`src/beta_ideality_pkg.sv`:
```
// Shared constants for the external diode beta and ideality configuration.
// Assumes an 8-bit register port driven by the serial management bus engine.
package beta_ideality_pkg;

   // ==========================================================================
   // Register map
   localparam logic [7:0] BETA_CFG_ADDR = 8'h25;
   localparam logic [7:0] IDEALITY_ADDR = 8'h27;

   // ==========================================================================
   // Field positions
   localparam int BETA_EN_BIT = 3;
   localparam int BETA_SEL_MSB = 2;
   localparam int IDEAL_MSB = 5;

   // ==========================================================================
   // Reset values
   localparam logic [7:0] BETA_CFG_RST = 8'h08;
   localparam logic [7:0] IDEALITY_RST = 8'h12;

   // ==========================================================================
   // Beta codes
   localparam logic [2:0] BETA_OFF_CODE = 3'h7;

   // ==========================================================================
   // Ideality table, factor in units of 0.0001
   localparam logic [5:0] IDEAL_FIRST = 6'h08;
   localparam logic [5:0] IDEAL_LAST = 6'h37;
   localparam int IDEAL_ENTRIES = 48;
   localparam int IDEAL_OFS_W = 10;
   localparam logic [15:0] DIODE_BASE = 16'h26DD;
   localparam logic [15:0] BJT_SHIFT = 16'h0050;
   localparam logic [15:0] FACTOR_UNITY = 16'h2710;

endpackage

```
`src/ideality_rom.sv`:
```
// Ideality code to correction factor lookup with a registered output.
// Assumes code and model select come from logic on the same clock.
`timescale 1ns/100ps

module ideality_rom #(
   parameter int FACTOR_W = 16
) (
   input wire logic core_clk,
   input wire logic nrst,
   input wire logic [5:0] code,
   input wire logic model_bjt,
   output logic [FACTOR_W-1:0] factor_q
);

   // ==========================================================================
   // Offsets above the first diode factor, entry 0 for code 08h.
   localparam logic [beta_ideality_pkg::IDEAL_ENTRIES*10-1:0] OFS_TABLE = {
      10'h269, 10'h25C, 10'h24F, 10'h242, 10'h235, 10'h228, 10'h21B, 10'h20E,
      10'h201, 10'h1F4, 10'h1E7, 10'h1DA, 10'h1CD, 10'h1C0, 10'h1B3, 10'h1A6,
      10'h199, 10'h18C, 10'h17F, 10'h172, 10'h165, 10'h158, 10'h14B, 10'h13E,
      10'h130, 10'h122, 10'h115, 10'h107, 10'h0FB, 10'h0EC, 10'h0DF, 10'h0D2,
      10'h0C5, 10'h0B8, 10'h0AA, 10'h09D, 10'h090, 10'h083, 10'h075, 10'h068,
      10'h05B, 10'h04E, 10'h041, 10'h034, 10'h027, 10'h01A, 10'h00D, 10'h000
   };

   initial begin
      if (FACTOR_W < 16) begin
         $error("ideality_rom: FACTOR_W must be at least 16");
      end
   end

   // ==========================================================================
   // Codes outside the table clamp to its nearest end.
   wire logic [5:0] clamped = (code < beta_ideality_pkg::IDEAL_FIRST) ?
      beta_ideality_pkg::IDEAL_FIRST :
      (code > beta_ideality_pkg::IDEAL_LAST) ?
      beta_ideality_pkg::IDEAL_LAST : code;
   wire logic [5:0] index = clamped - beta_ideality_pkg::IDEAL_FIRST;
   wire logic [9:0] offset = OFS_TABLE[index*10 +: 10];
   wire logic [15:0] diode_val = beta_ideality_pkg::DIODE_BASE +
      {6'h00, offset};
   wire logic [15:0] model_val = model_bjt ?
      diode_val - beta_ideality_pkg::BJT_SHIFT : diode_val;

   always_ff @(posedge core_clk or negedge nrst) begin
      if (!nrst) begin
         factor_q <= '0;
      end else begin
         factor_q <= FACTOR_W'(model_val);
      end
   end

endmodule

```
`src/beta_ideality_cfg.sv`:
```
// Beta compensation mode and ideality code registers of the external channel.
// Assumes a same-clock register port from the serial bus engine and a
// conversion-start pulse plus detected beta code from the measurement side.
`timescale 1ns/100ps

module beta_ideality_cfg #(
   parameter int FACTOR_W = 16
) (
   input wire logic core_clk,
   input wire logic nrst,
   input wire logic [7:0] reg_addr,
   input wire logic [7:0] reg_wdata,
   input wire logic reg_wr,
   input wire logic reg_rd,
   output logic [7:0] reg_rdata_q,
   input wire logic conv_start,
   input wire logic [2:0] detect_beta,
   input wire logic model_bjt,
   output logic [2:0] beta_code,
   output logic beta_comp_off,
   output logic beta_auto,
   output logic [5:0] ideality_code,
   output logic [FACTOR_W-1:0] ideality_factor
);

   // ==========================================================================
   // Register state
   logic auto_en_q;
   logic auto_en_d;
   logic [2:0] beta_sel_q;
   logic [2:0] beta_sel_d;
   logic [5:0] ideal_q;
   logic [5:0] ideal_d;
   logic [7:0] rdata_d;

   // ==========================================================================
   // Address decode
   wire logic hit_beta = reg_addr == beta_ideality_pkg::BETA_CFG_ADDR;
   wire logic hit_ideal = reg_addr == beta_ideality_pkg::IDEALITY_ADDR;
   wire logic wr_beta = reg_wr && hit_beta;
   wire logic wr_ideal = reg_wr && hit_ideal;
   wire logic auto_latch = conv_start && auto_en_q;
   wire logic manual_wr = wr_beta && !auto_en_q;
   wire logic [7:0] beta_view = {4'h0, auto_en_q, beta_sel_q};
   wire logic [7:0] ideal_view = {2'h0, ideal_q};

   // ==========================================================================
   // Next-state selection
   assign auto_en_d = wr_beta ?
      reg_wdata[beta_ideality_pkg::BETA_EN_BIT] : auto_en_q;
   assign beta_sel_d = auto_latch ? detect_beta :
      manual_wr ? reg_wdata[beta_ideality_pkg::BETA_SEL_MSB:0] :
      beta_sel_q;
   assign ideal_d = wr_ideal ?
      reg_wdata[beta_ideality_pkg::IDEAL_MSB:0] : ideal_q;
   assign rdata_d = !reg_rd ? reg_rdata_q :
      hit_beta ? beta_view : hit_ideal ? ideal_view : 8'h00;

   always_ff @(posedge core_clk or negedge nrst) begin
      if (!nrst) begin
         auto_en_q <= beta_ideality_pkg::BETA_CFG_RST[3];
         beta_sel_q <= beta_ideality_pkg::BETA_CFG_RST[2:0];
         ideal_q <= beta_ideality_pkg::IDEALITY_RST[5:0];
         reg_rdata_q <= 8'h00;
      end else begin
         auto_en_q <= auto_en_d;
         beta_sel_q <= beta_sel_d;
         ideal_q <= ideal_d;
         reg_rdata_q <= rdata_d;
      end
   end

   // ==========================================================================
   // Outputs to the measurement front end
   assign beta_code = beta_sel_q;
   assign beta_comp_off = beta_sel_q == beta_ideality_pkg::BETA_OFF_CODE;
   assign beta_auto = auto_en_q;
   assign ideality_code = ideal_q;

   ideality_rom #(
      .FACTOR_W(FACTOR_W)
   ) u_rom (
      .core_clk(core_clk),
      .nrst(nrst),
      .code(ideal_q),
      .model_bjt(model_bjt),
      .factor_q(ideality_factor)
   );
endmodule

```
`config.mk`:
```
export PLATFORM = sky130hd
export DESIGN_NAME = beta_ideality_cfg
export DESIGN_NICKNAME = d
export VERILOG_FILES = /design/src/beta_ideality_pkg.sv /design/src/ideality_rom.sv /design/src/beta_ideality_cfg.sv
export SDC_FILE = /design/constraint.sdc
export NUM_CORES = 1
export LEC_CHECK = 0
export ABC_CLOCK_PERIOD_IN_PS = 8350
export BUFFER_PORTS_ARGS = -buffer_cell sky130_fd_sc_hd__buf_2
export CAP_MARGIN = 25
export CORE_ASPECT_RATIO = 0.8
export CORE_MARGIN = 5
export CORE_UTILIZATION = 50
export DETAILED_ROUTE_END_ITERATION = 8
export PLACE_DENSITY = 0.75
export SLEW_MARGIN = 20
export SYNTH_ARGS = -nofsm -noshare
export SYNTH_HDL_FRONTEND = slang
export SYNTH_SLANG_ARGS = --single-unit
```
`constraint.sdc`:
```
create_clock -name core_clk -period 8.35 [get_ports core_clk]
set_input_delay 1.67 -clock core_clk [delete_from_list [all_inputs] [get_ports core_clk]]
set_output_delay 1.67 -clock core_clk [all_outputs]
set_load 0.01 [all_outputs]
```
### Yosys cells after proc, flatten, opt, wreduce, memory -nomap -nowiden

Index checks and enable logic that the tools add are counted.

| storage, ports and cells | value |
|---|---|
| bits in registers | 34 |
| word-level logic and storage cells | 28 |
| output and inout bits | 35 |

| cells by class | value |
|---|---|
| $lt $le $gt $ge | 2 |
| equal/unequal tests | 3 |
| shifts and indexed selects | 1 |
| $mul | 1 |
| mux-type cells | 7 |
| reduce and logical (&&, ||, !) cells | 6 |
| add/subtract/negate cells | 3 |

Operators with widths:

| cell | number |
|---|---|
| 480-bit by 11-bit indexed part select with 10-bit output, first input constant | 1 |
| 6-bit 2-to-1 mux | 4 |
| 8-bit by 6-bit equality test with 1-bit output, second input constant | 2 |
| 16-bit 2-to-1 mux | 1 |
| 16-bit by 7-bit subtractor with 16-bit output, second input constant | 1 |
| 14-bit by 10-bit adder with 15-bit output, first input constant | 1 |
| 6-bit by 3-bit multiplier with 9-bit output, second input constant | 1 |
| 6-bit greater-than comparator, second input constant | 1 |
| 6-bit by 4-bit < comparator with 1-bit output, second input constant | 1 |
| 3-bit 2-to-1 mux | 2 |
| 6-bit by 4-bit subtractor with 6-bit output, second input constant | 1 |
| 1-bit logical AND | 4 |
| 3-bit equality test, second input constant | 1 |
| 2-bit nonzero test | 1 |
| 1-bit zero test | 1 |

### Depth between registers and ports, before layout

Gate-level depths: netlist of the first run.

| logic depth | value |
|---|---|
| word-level depth | 9 |
| gate-level depth with buffers | 20 |
| depth with buffers taken out | 15 |

### Hierarchy

Synthesis of the first run repeated with hierarchy kept, for this count alone.

| unflattened totals | value |
|---|---|
| cells, all modules | 324 |
| area total of the unflattened synthesis | 2921.6 sq um |

Modules (own cells, without submodules):

| module | cells each | sequential area each (sq um) | area an instance (sq um) | instances |
|---|---|---|---|---|
| ideality_rom | 244 | 350.3 | 2024.4 | 1 |
| beta_ideality_cfg | 80 | 404.1 | 897.1 | 1 |

### Least setup slack after synthesis of the first run

OpenSTA, ideal clock, no wires.

| path | value |
|---|---|
| path kind | reg-to-reg |
| from | register ideal_q[5] (netlist: ideality_code[5]) |
| to | register u_rom.factor_q[8] |
| setup slack | 4.042 ns |
| clock period less this slack | 4.308 ns |
| arrival | 4.177 ns |
| required time | 8.218 ns |
| stages on the path, launching flop included | 21 |
| setup time | 0.132 ns |
| buffers on the path | 5 |
| cell sequence | dfrtp_1 buf_4 buf_6 buf_2 a21oi_1 a2bb2oi_1 inv_1 ha_1 buf_2 xnor2_1 o22ai_1 nor4_1 nor3_2 inv_1 ha_1 or4b_1 buf_2 xor2_1 ha_1 o221ai_1 xor2_1 |

| on the way | value |
|---|---|
| longest elaborated chain between the ends | 9 |

Ends and longest elaborated chain:

| item | RTL line | source |
|---|---|---|
| start: declaration | beta_ideality_cfg.sv:32 | `logic [5:0] ideal_q;` |
| start signal: assignment | beta_ideality_cfg.sv:63 | `ideal_q <= beta_ideality_pkg::IDEALITY_RST[5:0];` |
| start signal: assignment | beta_ideality_cfg.sv:68 | `ideal_q <= ideal_d;` |
| 6-bit greater-than comparator | ideality_rom.sv:36 | `(code > beta_ideality_pkg::IDEAL_LAST) ?` |
| 6-bit 2-to-1 mux | ideality_rom.sv:36 |  |
| 6-bit 2-to-1 mux (*) | ideality_rom.sv:34 | `wire logic [5:0] clamped = (code < beta_ideality_pkg::IDEAL_FIRST) ?` |
| 6-bit by 4-bit subtractor with 6-bit output (*) | ideality_rom.sv:38 | `wire logic [5:0] index = clamped - beta_ideality_pkg::IDEAL_FIRST;` |
| 6-bit by 3-bit multiplier with 9-bit output (*) | ideality_rom.sv:39 | `wire logic [9:0] offset = OFS_TABLE[index*10 +: 10];` |
| 480-bit by 11-bit indexed part select with 10-bit output (*) | ideality_rom.sv:39 |  |
| 14-bit by 10-bit adder with 15-bit output (*) | ideality_rom.sv:40 | `wire logic [15:0] diode_val = beta_ideality_pkg::DIODE_BASE +` |
| via u_rom.diode_val[0] | ideality_rom.sv:40 |  |
| 16-bit by 7-bit subtractor with 16-bit output (*) | ideality_rom.sv:43 | `diode_val - beta_ideality_pkg::BJT_SHIFT : diode_val;` |
| 16-bit 2-to-1 mux (*) | ideality_rom.sv:42 | `wire logic [15:0] model_val = model_bjt ?` |
| via u_rom.model_val[8] | ideality_rom.sv:42 |  |
| end signal: assignment | ideality_rom.sv:49 | `factor_q <= FACTOR_W'(model_val);` |
| end: declaration | ideality_rom.sv:12 | `output logic [FACTOR_W-1:0] factor_q` |

The timed path passes the listed nets; every way through them passes the cells marked *.
A chain may end at the register's enable or synchronous reset.

### Worst setup path after layout of the first run

| path | value |
|---|---|
| from | register ideal_q[3] (netlist: ideality_code[3]) |
| to | register u_rom.factor_q[8] |

The elaborated chain is that of the path after synthesis.

==> results of run 1 <==
kinds of logic (layout without fill, tap and decap cells):
logic type,count (synthesis),after routing,share of synthesized area (%)
other,2,6,0.2802
AO/OA/AOI/OAI,105,105,27.78
flip-flops,30,30,28.15
buffers and inverters,47,83,8.823
adder cells (fa/ha/maj),11,11,5.135
XOR/XNOR,14,14,5.136
AND/OR/NAND/NOR,85,85,16.20
multiplexers,21,21,8.497
worst min-delay path, cell delays in order (launching register included):
cell and delay [ns]:
dfrtp_1 0.38, inv_1 0.05, o22ai_1 0.06
layout make-up:
| class | count | area, um2 | area share [%] |
|---|---|---|---|
| Timing Repair Buffer | 54 | 272.8 | 9.080 |
| Tap cell | 62 | 77.57 | 2.582 |
| Multi-Input combinational cell | 242 | 1704 | 56.73 |
| Clock inverter | 1 | 30.03 | 0.9996 |
| Sequential cell | 30 | 754.5 | 25.11 |
| Clock buffer | 7 | 86.33 | 2.874 |
| Inverter | 21 | 78.83 | 2.624 |
cells in the mapped netlist, types with 3 or more instances:
cell / instances
nand2b_1: 6
inv_1: 20
mux2i_1: 7
nor2b_1: 4
buf_6: 3
buf_2: 9
and2_1: 3
xnor2_1: 9
mux2_2: 13
o2111ai_1: 4
buf_4: 7
dfrtp_1: 27
o22ai_1: 11
ha_1: 11
o31ai_1: 3
o21ai_0: 20
clkbuf_1: 6
a211oi_1: 3
a2bb2oi_1: 5
or3_1: 3
nor3_1: 4
xor2_1: 3
nand2_1: 23
dfstp_2: 3
a22oi_1: 3
a21oi_1: 19
nor2_1: 19
a21boi_0: 3
nand3_1: 7
o211ai_1: 3
per-layer routing:
| metal | up-vias | routed length (um) | track usage [%] |
|---|---|---|---|
| met1 | 1166 | 2971 | 27.35 |
| met2 | 178 | 3062 | 32.61 |
| met4 | 0 | 108 | 6.425 |
| met3 | 15 | 704 | 5.035 |
| met5 | - | 0 | 0 |
| li1 | 1211 | - | - |
state kept, by name, summed over array words and instances (netlist names):
register	cells
ideality_code	6
u_rom.factor_q	14
reg_rdata_q	6
beta_auto	1
beta_code	3
how the worst max path moves through the flow:
stage	endpoint	start	slack (ns)	cells after the start
after floorplan	u_rom.factor_q[8]	ideality_code[5]	4.04	20
after global placement	u_rom.factor_q[8]	ideality_code[3]	3.40	15
after detailed placement	u_rom.factor_q[8]	ideality_code[3]	3.38	15
after CTS	u_rom.factor_q[8]	ideality_code[3]	3.31	15
after global routing	u_rom.factor_q[8]	ideality_code[3]	2.95	15
final	u_rom.factor_q[8]	ideality_code[3]	3.21	15
per-stage QoR:
stage,util [%],std cells,setup slack (ns),hold slack [ns],instance area [um2]
2_1_floorplan,-,319,4.042,0.5577,2695
3_3_place_gp,56.69,409,3.403,0.5175,2888
3_5_place_dp,56.69,409,3.385,0.5264,2888
4_1_cts,58.98,417,3.314,0.5370,3004
5_1_grt,58.98,417,2.950,0.5576,3004
6_report,58.98,417,3.212,0.5314,3004
power by group:
| group | switching, mW | internal, mW | leakage (nW) | total (mW) |
|---|---|---|---|---|
| clock | 0.0535 | 0.0972 | 0.0585 | 0.151 |
| combinational | 0.148 | 0.108 | 0.969 | 0.257 |
| sequential | 0.0177 | 0.175 | 0.362 | 0.193 |
| total | 0.220 | 0.381 | 1.39 | 0.600 |
==> results.yml, run 1 <==
clock_tree:
  holdBufCountCts: 0
  postCtsSetupBuffers: 0
  cts.sinks: 30
  ctsResizeCount: 0
  cts_buffers: 5
  ctsHtreeMaxLevel: 2
  clk_latency_ns: 0.28
  cts_tree: "built"
  clock-root-buffer: "clkbuf_8"
  cts_buffer_depth: 2
  clkTransAtPathRegs_ns: 0.06
setup_path:
  cp_common_cell: "ha_1"
  worstReg2RegStart: "ideality_code[3]"
  critPathTopFamily: "simple AND/OR/NAND/NOR gates"
  cp_data_required_time_ns: 8.50
  cp.buffers_inverters: 3
  cp_max_fo: 31
  worstPathArrival_ns: 5.28
  r2r_slack_ns: 3.21
  critPathMaxStageDelay_ns: 0.97
  r2r_cells: 15
  worstSetupEndpointType: "flop"
  critPathSlowestCell: "dfrtp_1"
  path_cells: "clkinv_1 > a2bb2oi_1 > inv_1 > ha_1 > xnor2_1 > o22ai_1 > nor4_1 > nor3_2 > inv_1 > ha_1 > or4b_1 > xor2_1 > ha_1 > o221ai_1 > xor2_1"
  critPathKind: "flop to flop"
  cp-start-kind: "flop"
  r2r-end: "u_rom.factor_q[8]"
yosys:
  synth_largest_area_cell: "dfrtp_1"
  synth_top_area_share_pct: 25.21
  ys_ff_latch: 30
  ys_seq_area_share_pct: 28.15
  yosysWarningCount: 0
  ys_async_sr_fraction_pct: 100.0
  synth-edff-count: 0
  synthFlopType: "dfrtp_1"
  syn_area_um2: 2680
  synth_area_leaders: "dfrtp_1, mux2_2, ha_1"
  avgSynthCellArea_um2: 8.508
  synth.distinct_cells: 71
  synth_cells: 315
min_path:
  hold_start: "reg_rdata_q[3]"
  worstHoldEndpoint: "reg_rdata_q[3]"
  hold_path_depth: 2
  hold_class: "flop to flop"
power_and_ir_drop:
  cellLeakagePower_nw: 1.390
  totalPowerFinal_mw: 0.6003
  powerDensity_nw_per_um2: 199.8
  peakVddDrop_mv: 0.1133
timing:
  tightest_slew_ns: 1.018
  period_minus_slack_ns: 5.138
  setup_tns_ns: 0
  fmax_mhz: 194.6
  slew_viol_final: 0
  finClkSkew_ns: 0.004831
  setup-violations-final: 0
  rsz0062_at_grt: "false"
  finalHoldViolCount: 0
  maxSlewHeadroom_pct: 32.10
  period_share_pct: 61.53
routing:
  drtIter0Drc: 433
  drt-total-wl_um: 6847
  drt.antenna.violating_nets: 0
  post_drt_wl_per_cell_um: 16.42
  viasPerCell: 6.163
  vias: 2570
  first_pass_iters: 5
  route.detailed.drc: 0
die:
  initial_utilization_pct: 52.62
  fp.dieW_um: 91.86
  die_area_um2: 6934
  core-area_um2: 5094
  rows: 23
  die_h_um: 75.49
  ios: 60
job:
  max_cap_viol_count: 0
global_routing:
  grt_overflow: 0
  grt_max_degree: 34
  antenna_found_initial: 0
  grt_first_pass_wirelength_um: 11300
  grt_pass1_vias: 2377
  grt_use_total_pct: 20.28
placement:
  routabilityCongestion: 0.9418
  dpl.hpwl_um: 4950
  port_buffers: 53
finish:
  drive_gt1_share_pct: 25.35
  area_growth_pct: 12.09
  layout_commonest_cell: "buf_2"
  final_nets: 390
  nFillCells: 450
  n_antenna_cell: 0
  layout_common_cells: "buf_2, dfrtp_1, nand2_1"
run_status:
  status: "complete, no violations"
No activity file was read; power rests on OpenSTA's default activity.
==> run 2: changes to the inputs <==
- ABC_CLOCK_PERIOD_IN_PS: 8350 -> 5000
- clock period: 8.35 -> 5 ns (I/O delays scaled with it)
==> results.yml, run 2 (synthesized netlist as in run 1, its figures left out) <==
finish:
  n_antenna_cell: 0
  layout_commonest_cell: "buf_2"
  postLayoutCellArea_um2: 3079
  layout_common_cells: "buf_2, dfrtp_1, nand2_1"
  drive_gt1_share_pct: 27.40
  final_nets: 400
  post-route-util_pct: 60.45
  area_growth_pct: 14.89
  largest_register_ff_count: 14
  regMostFlops: "u_rom.factor_q"
  nFillCells: 445
clock_tree:
  cts_buffers: 5
  ctsHtreeMaxLevel: 2
  cts.sinks: 30
  holdBufCountCts: 0
  clock-root-buffer: "clkbuf_8"
  ctsResizeCount: 0
  clkTransAtPathRegs_ns: 0.07
  postCtsSetupBuffers: 0
  cts_buffer_depth: 2
  cts_tree: "built"
  clk_latency_ns: 0.27
setup_path:
  worstSetupEndpointType: "flop"
  r2r_cells: 15
  critPathTopFamily: "simple AND/OR/NAND/NOR gates"
  cp_data_required_time_ns: 5.15
  cp_common_cell: "ha_1"
  critPathMaxStageDelay_ns: 0.80
  path_cells: "nor2_2 > nor2_1 > ha_1 > xnor2_1 > buf_4 > a22oi_1 > o2111ai_1 > a22o_1 > inv_1 > ha_1 > or4b_1 > xor2_1 > ha_1 > o221ai_1 > xor2_1"
  r2r-end: "u_rom.factor_q[8]"
  worstReg2RegStart: "ideality_code[4]"
  cp.buffers_inverters: 2
  r2r_slack_ns: 0.73
  path_depth: 15
  worstPathArrival_ns: 4.42
  cp_max_fo: 23
  crit_path_start: "ideality_code[4]"
  cp-start-kind: "flop"
  endpoint: "u_rom.factor_q[8]"
  critPathSlowestCell: "dfstp_2"
  critPathKind: "flop to flop"
power_and_ir_drop:
  power_frac_comb_pct: 43.3
  internal-power_mw: 0.6409
  p_seq_share_pct: 31.6
  p_switching_mw: 0.3650
  pwr-share-clk_pct: 25.0
  p_sw_share_pct: 36.28
  cellLeakagePower_nw: 1.439
  powerDensity_nw_per_um2: 326.7
  peakVddDrop_mv: 0.1886
timing:
  setup_tns_ns: 0
  maxSlewHeadroom_pct: 46.23
  finClkSkew_ns: 0.006242
  fmax_mhz: 234.0
  rsz0062_at_grt: "false"
  slew_viol_final: 0
  period_minus_slack_ns: 4.274
  finalHoldViolCount: 0
  setup-violations-final: 0
  tightest_slew_ns: 0.8065
  period_share_pct: 85.49
die:
  die_h_um: 75.49
  fp.dieW_um: 91.86
  die_area_um2: 6934
  ios: 60
  rows: 23
  core-area_um2: 5094
  initial_utilization_pct: 52.62
min_path:
  hold_class: "flop to flop"
global_routing:
  grt_max_degree: 31
  grt_first_pass_wirelength_um: 11360
  grt_overflow: 0
  grt_use_total_pct: 20.44
  grt_pass1_vias: 2427
  antenna_found_initial: 0
job:
  max_cap_viol_count: 0
routing:
  vias: 2601
  route.detailed.drc: 0
  drt-total-wl_um: 6955
  drt.antenna.violating_nets: 0
  viasPerCell: 6.091
  drtIter0Drc: 339
  first_pass_iters: 5
  post_drt_wl_per_cell_um: 16.29
placement:
  dpl.hpwl_um: 5210
  port_buffers: 53
  routabilityCongestion: 0.9668
  placed_cell_area_um2: 2963
run_status:
  status: "complete, no violations"
[run 2: cell types whose count changed in the layout (fill, tap and decap cells not counted)]
cell / change
buf_4: +10
[run 2: how the worst min path moves through the flow]
stage                              start             end  slack [ns]  depth (start not counted)
after floorplan           reg_rdata_q[5]  reg_rdata_q[5]        0.56                          2
after global placement    reg_rdata_q[1]  reg_rdata_q[1]        0.52                          2
after detailed placement  reg_rdata_q[5]  reg_rdata_q[5]        0.52                          2
after CTS                 reg_rdata_q[5]  reg_rdata_q[5]        0.53                          2
after global routing      reg_rdata_q[5]  reg_rdata_q[5]        0.55                          2
final                     reg_rdata_q[5]  reg_rdata_q[5]        0.52                          2
[run 2: per-stage QoR]
stage	cells	setup slack, ns	hold slack (ns)	total power [mW]
after floorplan	319	0.6916	0.5577	0.6380
after detailed placement	419	0.6865	0.5176	0.7523
final	427	0.7257	0.5239	1.006
after global routing	427	0.3899	0.5483	1.074
after CTS	427	0.7200	0.5281	1.011
after global placement	419	0.7399	0.5169	0.7506
[run 2: metal layers]
layer  vias to the layer above  global-route usage (%)  share of wire [%]
li1                       1233                       -                  -
met1                      1197                   27.19                 43
met2                       150                   32.44                 45
met3                        21                   5.133                9.5
met4                         0                   8.237                2.2
met5                         -                       0                  0
[run 2: power groups by stage]
| stage | combinational, mW | clock [mW] | sequential [mW] |
|---|---|---|---|
| after global placement | 0.428 | 0 | 0.323 |
| after detailed placement | 0.429 | 0 | 0.323 |
| after global routing | 0.479 | 0.271 | 0.324 |
| after CTS | 0.434 | 0.258 | 0.319 |
| after floorplan | 0.296 | 0 | 0.342 |
| final | 0.436 | 0.252 | 0.318 |
[run 2: worst register-to-register path, delay by kind of cell, from the launching register on]
family | cells | cell delay (ns)
xor gates and xnor gates | 3 | 0.62
DFF | 1 | 0.80
buffers and inverters | 2 | 0.23
AOI/OAI and AO/OA | 4 | 0.64
and+or+nand+nor | 3 | 1.07
adders and majority gates | 3 | 0.81
[run 2: layout make-up]
cell class	count	area (um2)	area share (%)
tap	62	77.57	2.519
clock buffer	7	86.33	2.804
multi-input combinational	242	1704	55.34
inverter	21	78.83	2.560
timing repair buffer	64	347.8	11.30
clock inverter	1	30.03	0.9752
sequential	30	754.5	24.50
==> run 3: changes to the inputs <==
- CORE_UTILIZATION: 50 -> 45
- PLACE_DENSITY: 0.75 -> 0.68
==> results.yml, run 3 (synthesized netlist as in run 1, its figures left out) <==
timing:
  period_minus_slack_ns: 4.529
  maxSlewHeadroom_pct: 30.02
  tightest_slew_ns: 1.050
  slew_viol_final: 0
  setup-violations-final: 0
  setup_slack_ns: 0.4706
  rsz0062_at_grt: "false"
  period_share_pct: 90.59
  finClkSkew_ns: 0.005715
  fmax_mhz: 220.8
  finalHoldViolCount: 0
  setup_tns_ns: 0
routing:
  drt.antenna.violating_nets: 0
  drt-total-wl_um: 7304
  vias: 2579
  viasPerCell: 5.835
  route.detailed.drc: 0
  drtIter0Drc: 312
  first_pass_iters: 5
  post_drt_wl_per_cell_um: 16.52
clock_tree:
  clock-root-buffer: "clkbuf_8"
  postCtsSetupBuffers: 0
  cts_buffer_depth: 2
  cts_buffers: 5
  clk_latency_ns: 0.28
  holdBufCountCts: 0
  ctsResizeCount: 0
  cts.sinks: 30
  cts_tree: "built"
  clkTransAtPathRegs_ns: 0.07
  ctsHtreeMaxLevel: 2
finish:
  largest_register_ff_count: 14
  regMostFlops: "u_rom.factor_q"
  drive_gt1_share_pct: 26.87
  finalNonFillerCells: 442
  n_antenna_cell: 0
  layout_common_cells: "buf_2, dfrtp_1, nand2_1"
  layout_commonest_cell: "buf_2"
  area_growth_pct: 15.64
  final_nets: 396
  post-route-util_pct: 52.98
power_and_ir_drop:
  p_seq_share_pct: 30.4
  peakVddDrop_mv: 0.1595
  p_sw_share_pct: 35.16
  pwr-share-clk_pct: 28.7
  p_switching_mw: 0.3729
  totalPowerFinal_mw: 1.061
  power_frac_comb_pct: 40.9
  powerDensity_nw_per_um2: 342.3
  cellLeakagePower_nw: 1.433
  internal-power_mw: 0.6879
die:
  core-area_um2: 5849
  rows: 25
  die_h_um: 79.03
  initial_utilization_pct: 45.82
  die_area_um2: 7609
  ios: 60
  fp.dieW_um: 96.28
setup_path:
  critPathKind: "flop to flop"
  worstPathArrival_ns: 4.68
  worstSetupEndpointType: "flop"
  cp_max_fo: 23
  cp-start-kind: "flop"
  cp_data_required_time_ns: 5.15
global_routing:
  grt.met1_usage_pct: 28.66
  grt_pass1_vias: 2519
  grt_overflow: 0
  grt_max_degree: 34
  met3_usage_pct: 5.208
  grtUsageMet2_pct: 31.15
  antenna_found_initial: 0
  grt_use_total_pct: 20.63
  grt_first_pass_wirelength_um: 12400
  grt_busiest_layer: "met2"
placement:
  dp_cells: 434
  port_buffers: 53
  post-place-ws_ns: 0.5783
  routabilityCongestion: 0.9581
  dpl.hpwl_um: 5408
job:
  max_cap_viol_count: 0
min_path:
  hold_class: "flop to flop"
run_status:
  status: "complete, no violations"
-- run 3: changes by cell type in the layout (fill, tap and decap cells not counted) --
cell and change:
buf_4 -4, bufinv_16 +1, clkbuf_1 -1
-- run 3: power groups by stage --
stage | registers [mW] | logic, mW | clock network (mW)
after floorplan | 0.342 | 0.296 | 0
after global placement | 0.326 | 0.426 | 0
after detailed placement | 0.326 | 0.432 | 0
after CTS | 0.322 | 0.435 | 0.314
after global routing | 0.328 | 0.482 | 0.322
final | 0.323 | 0.434 | 0.304
-- run 3: worst max-delay path, stage by stage, from the launching register on --
cell	delay (ns)
dfstp_2	0.82
nor2_2	0.16
nor2_1	0.25
ha_1	0.38
xnor2_1	0.39
a22oi_1	0.13
o2111ai_1	0.26
a22o_1	0.21
inv_1	0.05
ha_1	0.21
or4b_1	0.69
xor2_1	0.24
ha_1	0.24
o21ai_0	0.24
o22ai_1	0.11
-- run 3: metrics by stage --
step	hold WS [ns]	area, um2
finish	0.5317	3099
global route	0.5717	3099
CTS	0.5335	3099
detailed placement	0.5220	2957
global placement	0.5179	2957
floorplan	0.5577	2695
-- run 3: layer usage --
metal	part of all wire [%]	up-vias
met3	8.5	12
met5	0	-
met1	45	1217
met2	45	130
met4	1.4	0
li1	-	1220
-- run 3: final cells by class --
cell class,count,area [um2]
clock inverters,2,60.06
flip-flops and latches,30,754.5
repair buffers,60,317.8
clock buffers,6,82.58
inverters,21,78.83
fillers,576,2750
well taps,81,101.3
multi-input cells,242,1704
-- run 3: final timing paths --
| check | start | end | slack (ns) | cells past startpoint |
|---|---|---|---|---|
| max | ideality_code[4] | u_rom.factor_q[10] | 0.47 | 14 |
| max reg2reg | ideality_code[4] | u_rom.factor_q[10] | 0.47 | 14 |
| max in group asynchronous | nrst | reg_rdata_q[4] | 3.81 | 1 |
| min | reg_rdata_q[5] | reg_rdata_q[5] | 0.53 | 2 |
| min in group asynchronous | nrst | u_rom.factor_q[7] | 0.75 | 1 |
| min reg2reg | reg_rdata_q[5] | reg_rdata_q[5] | 0.53 | 2 |
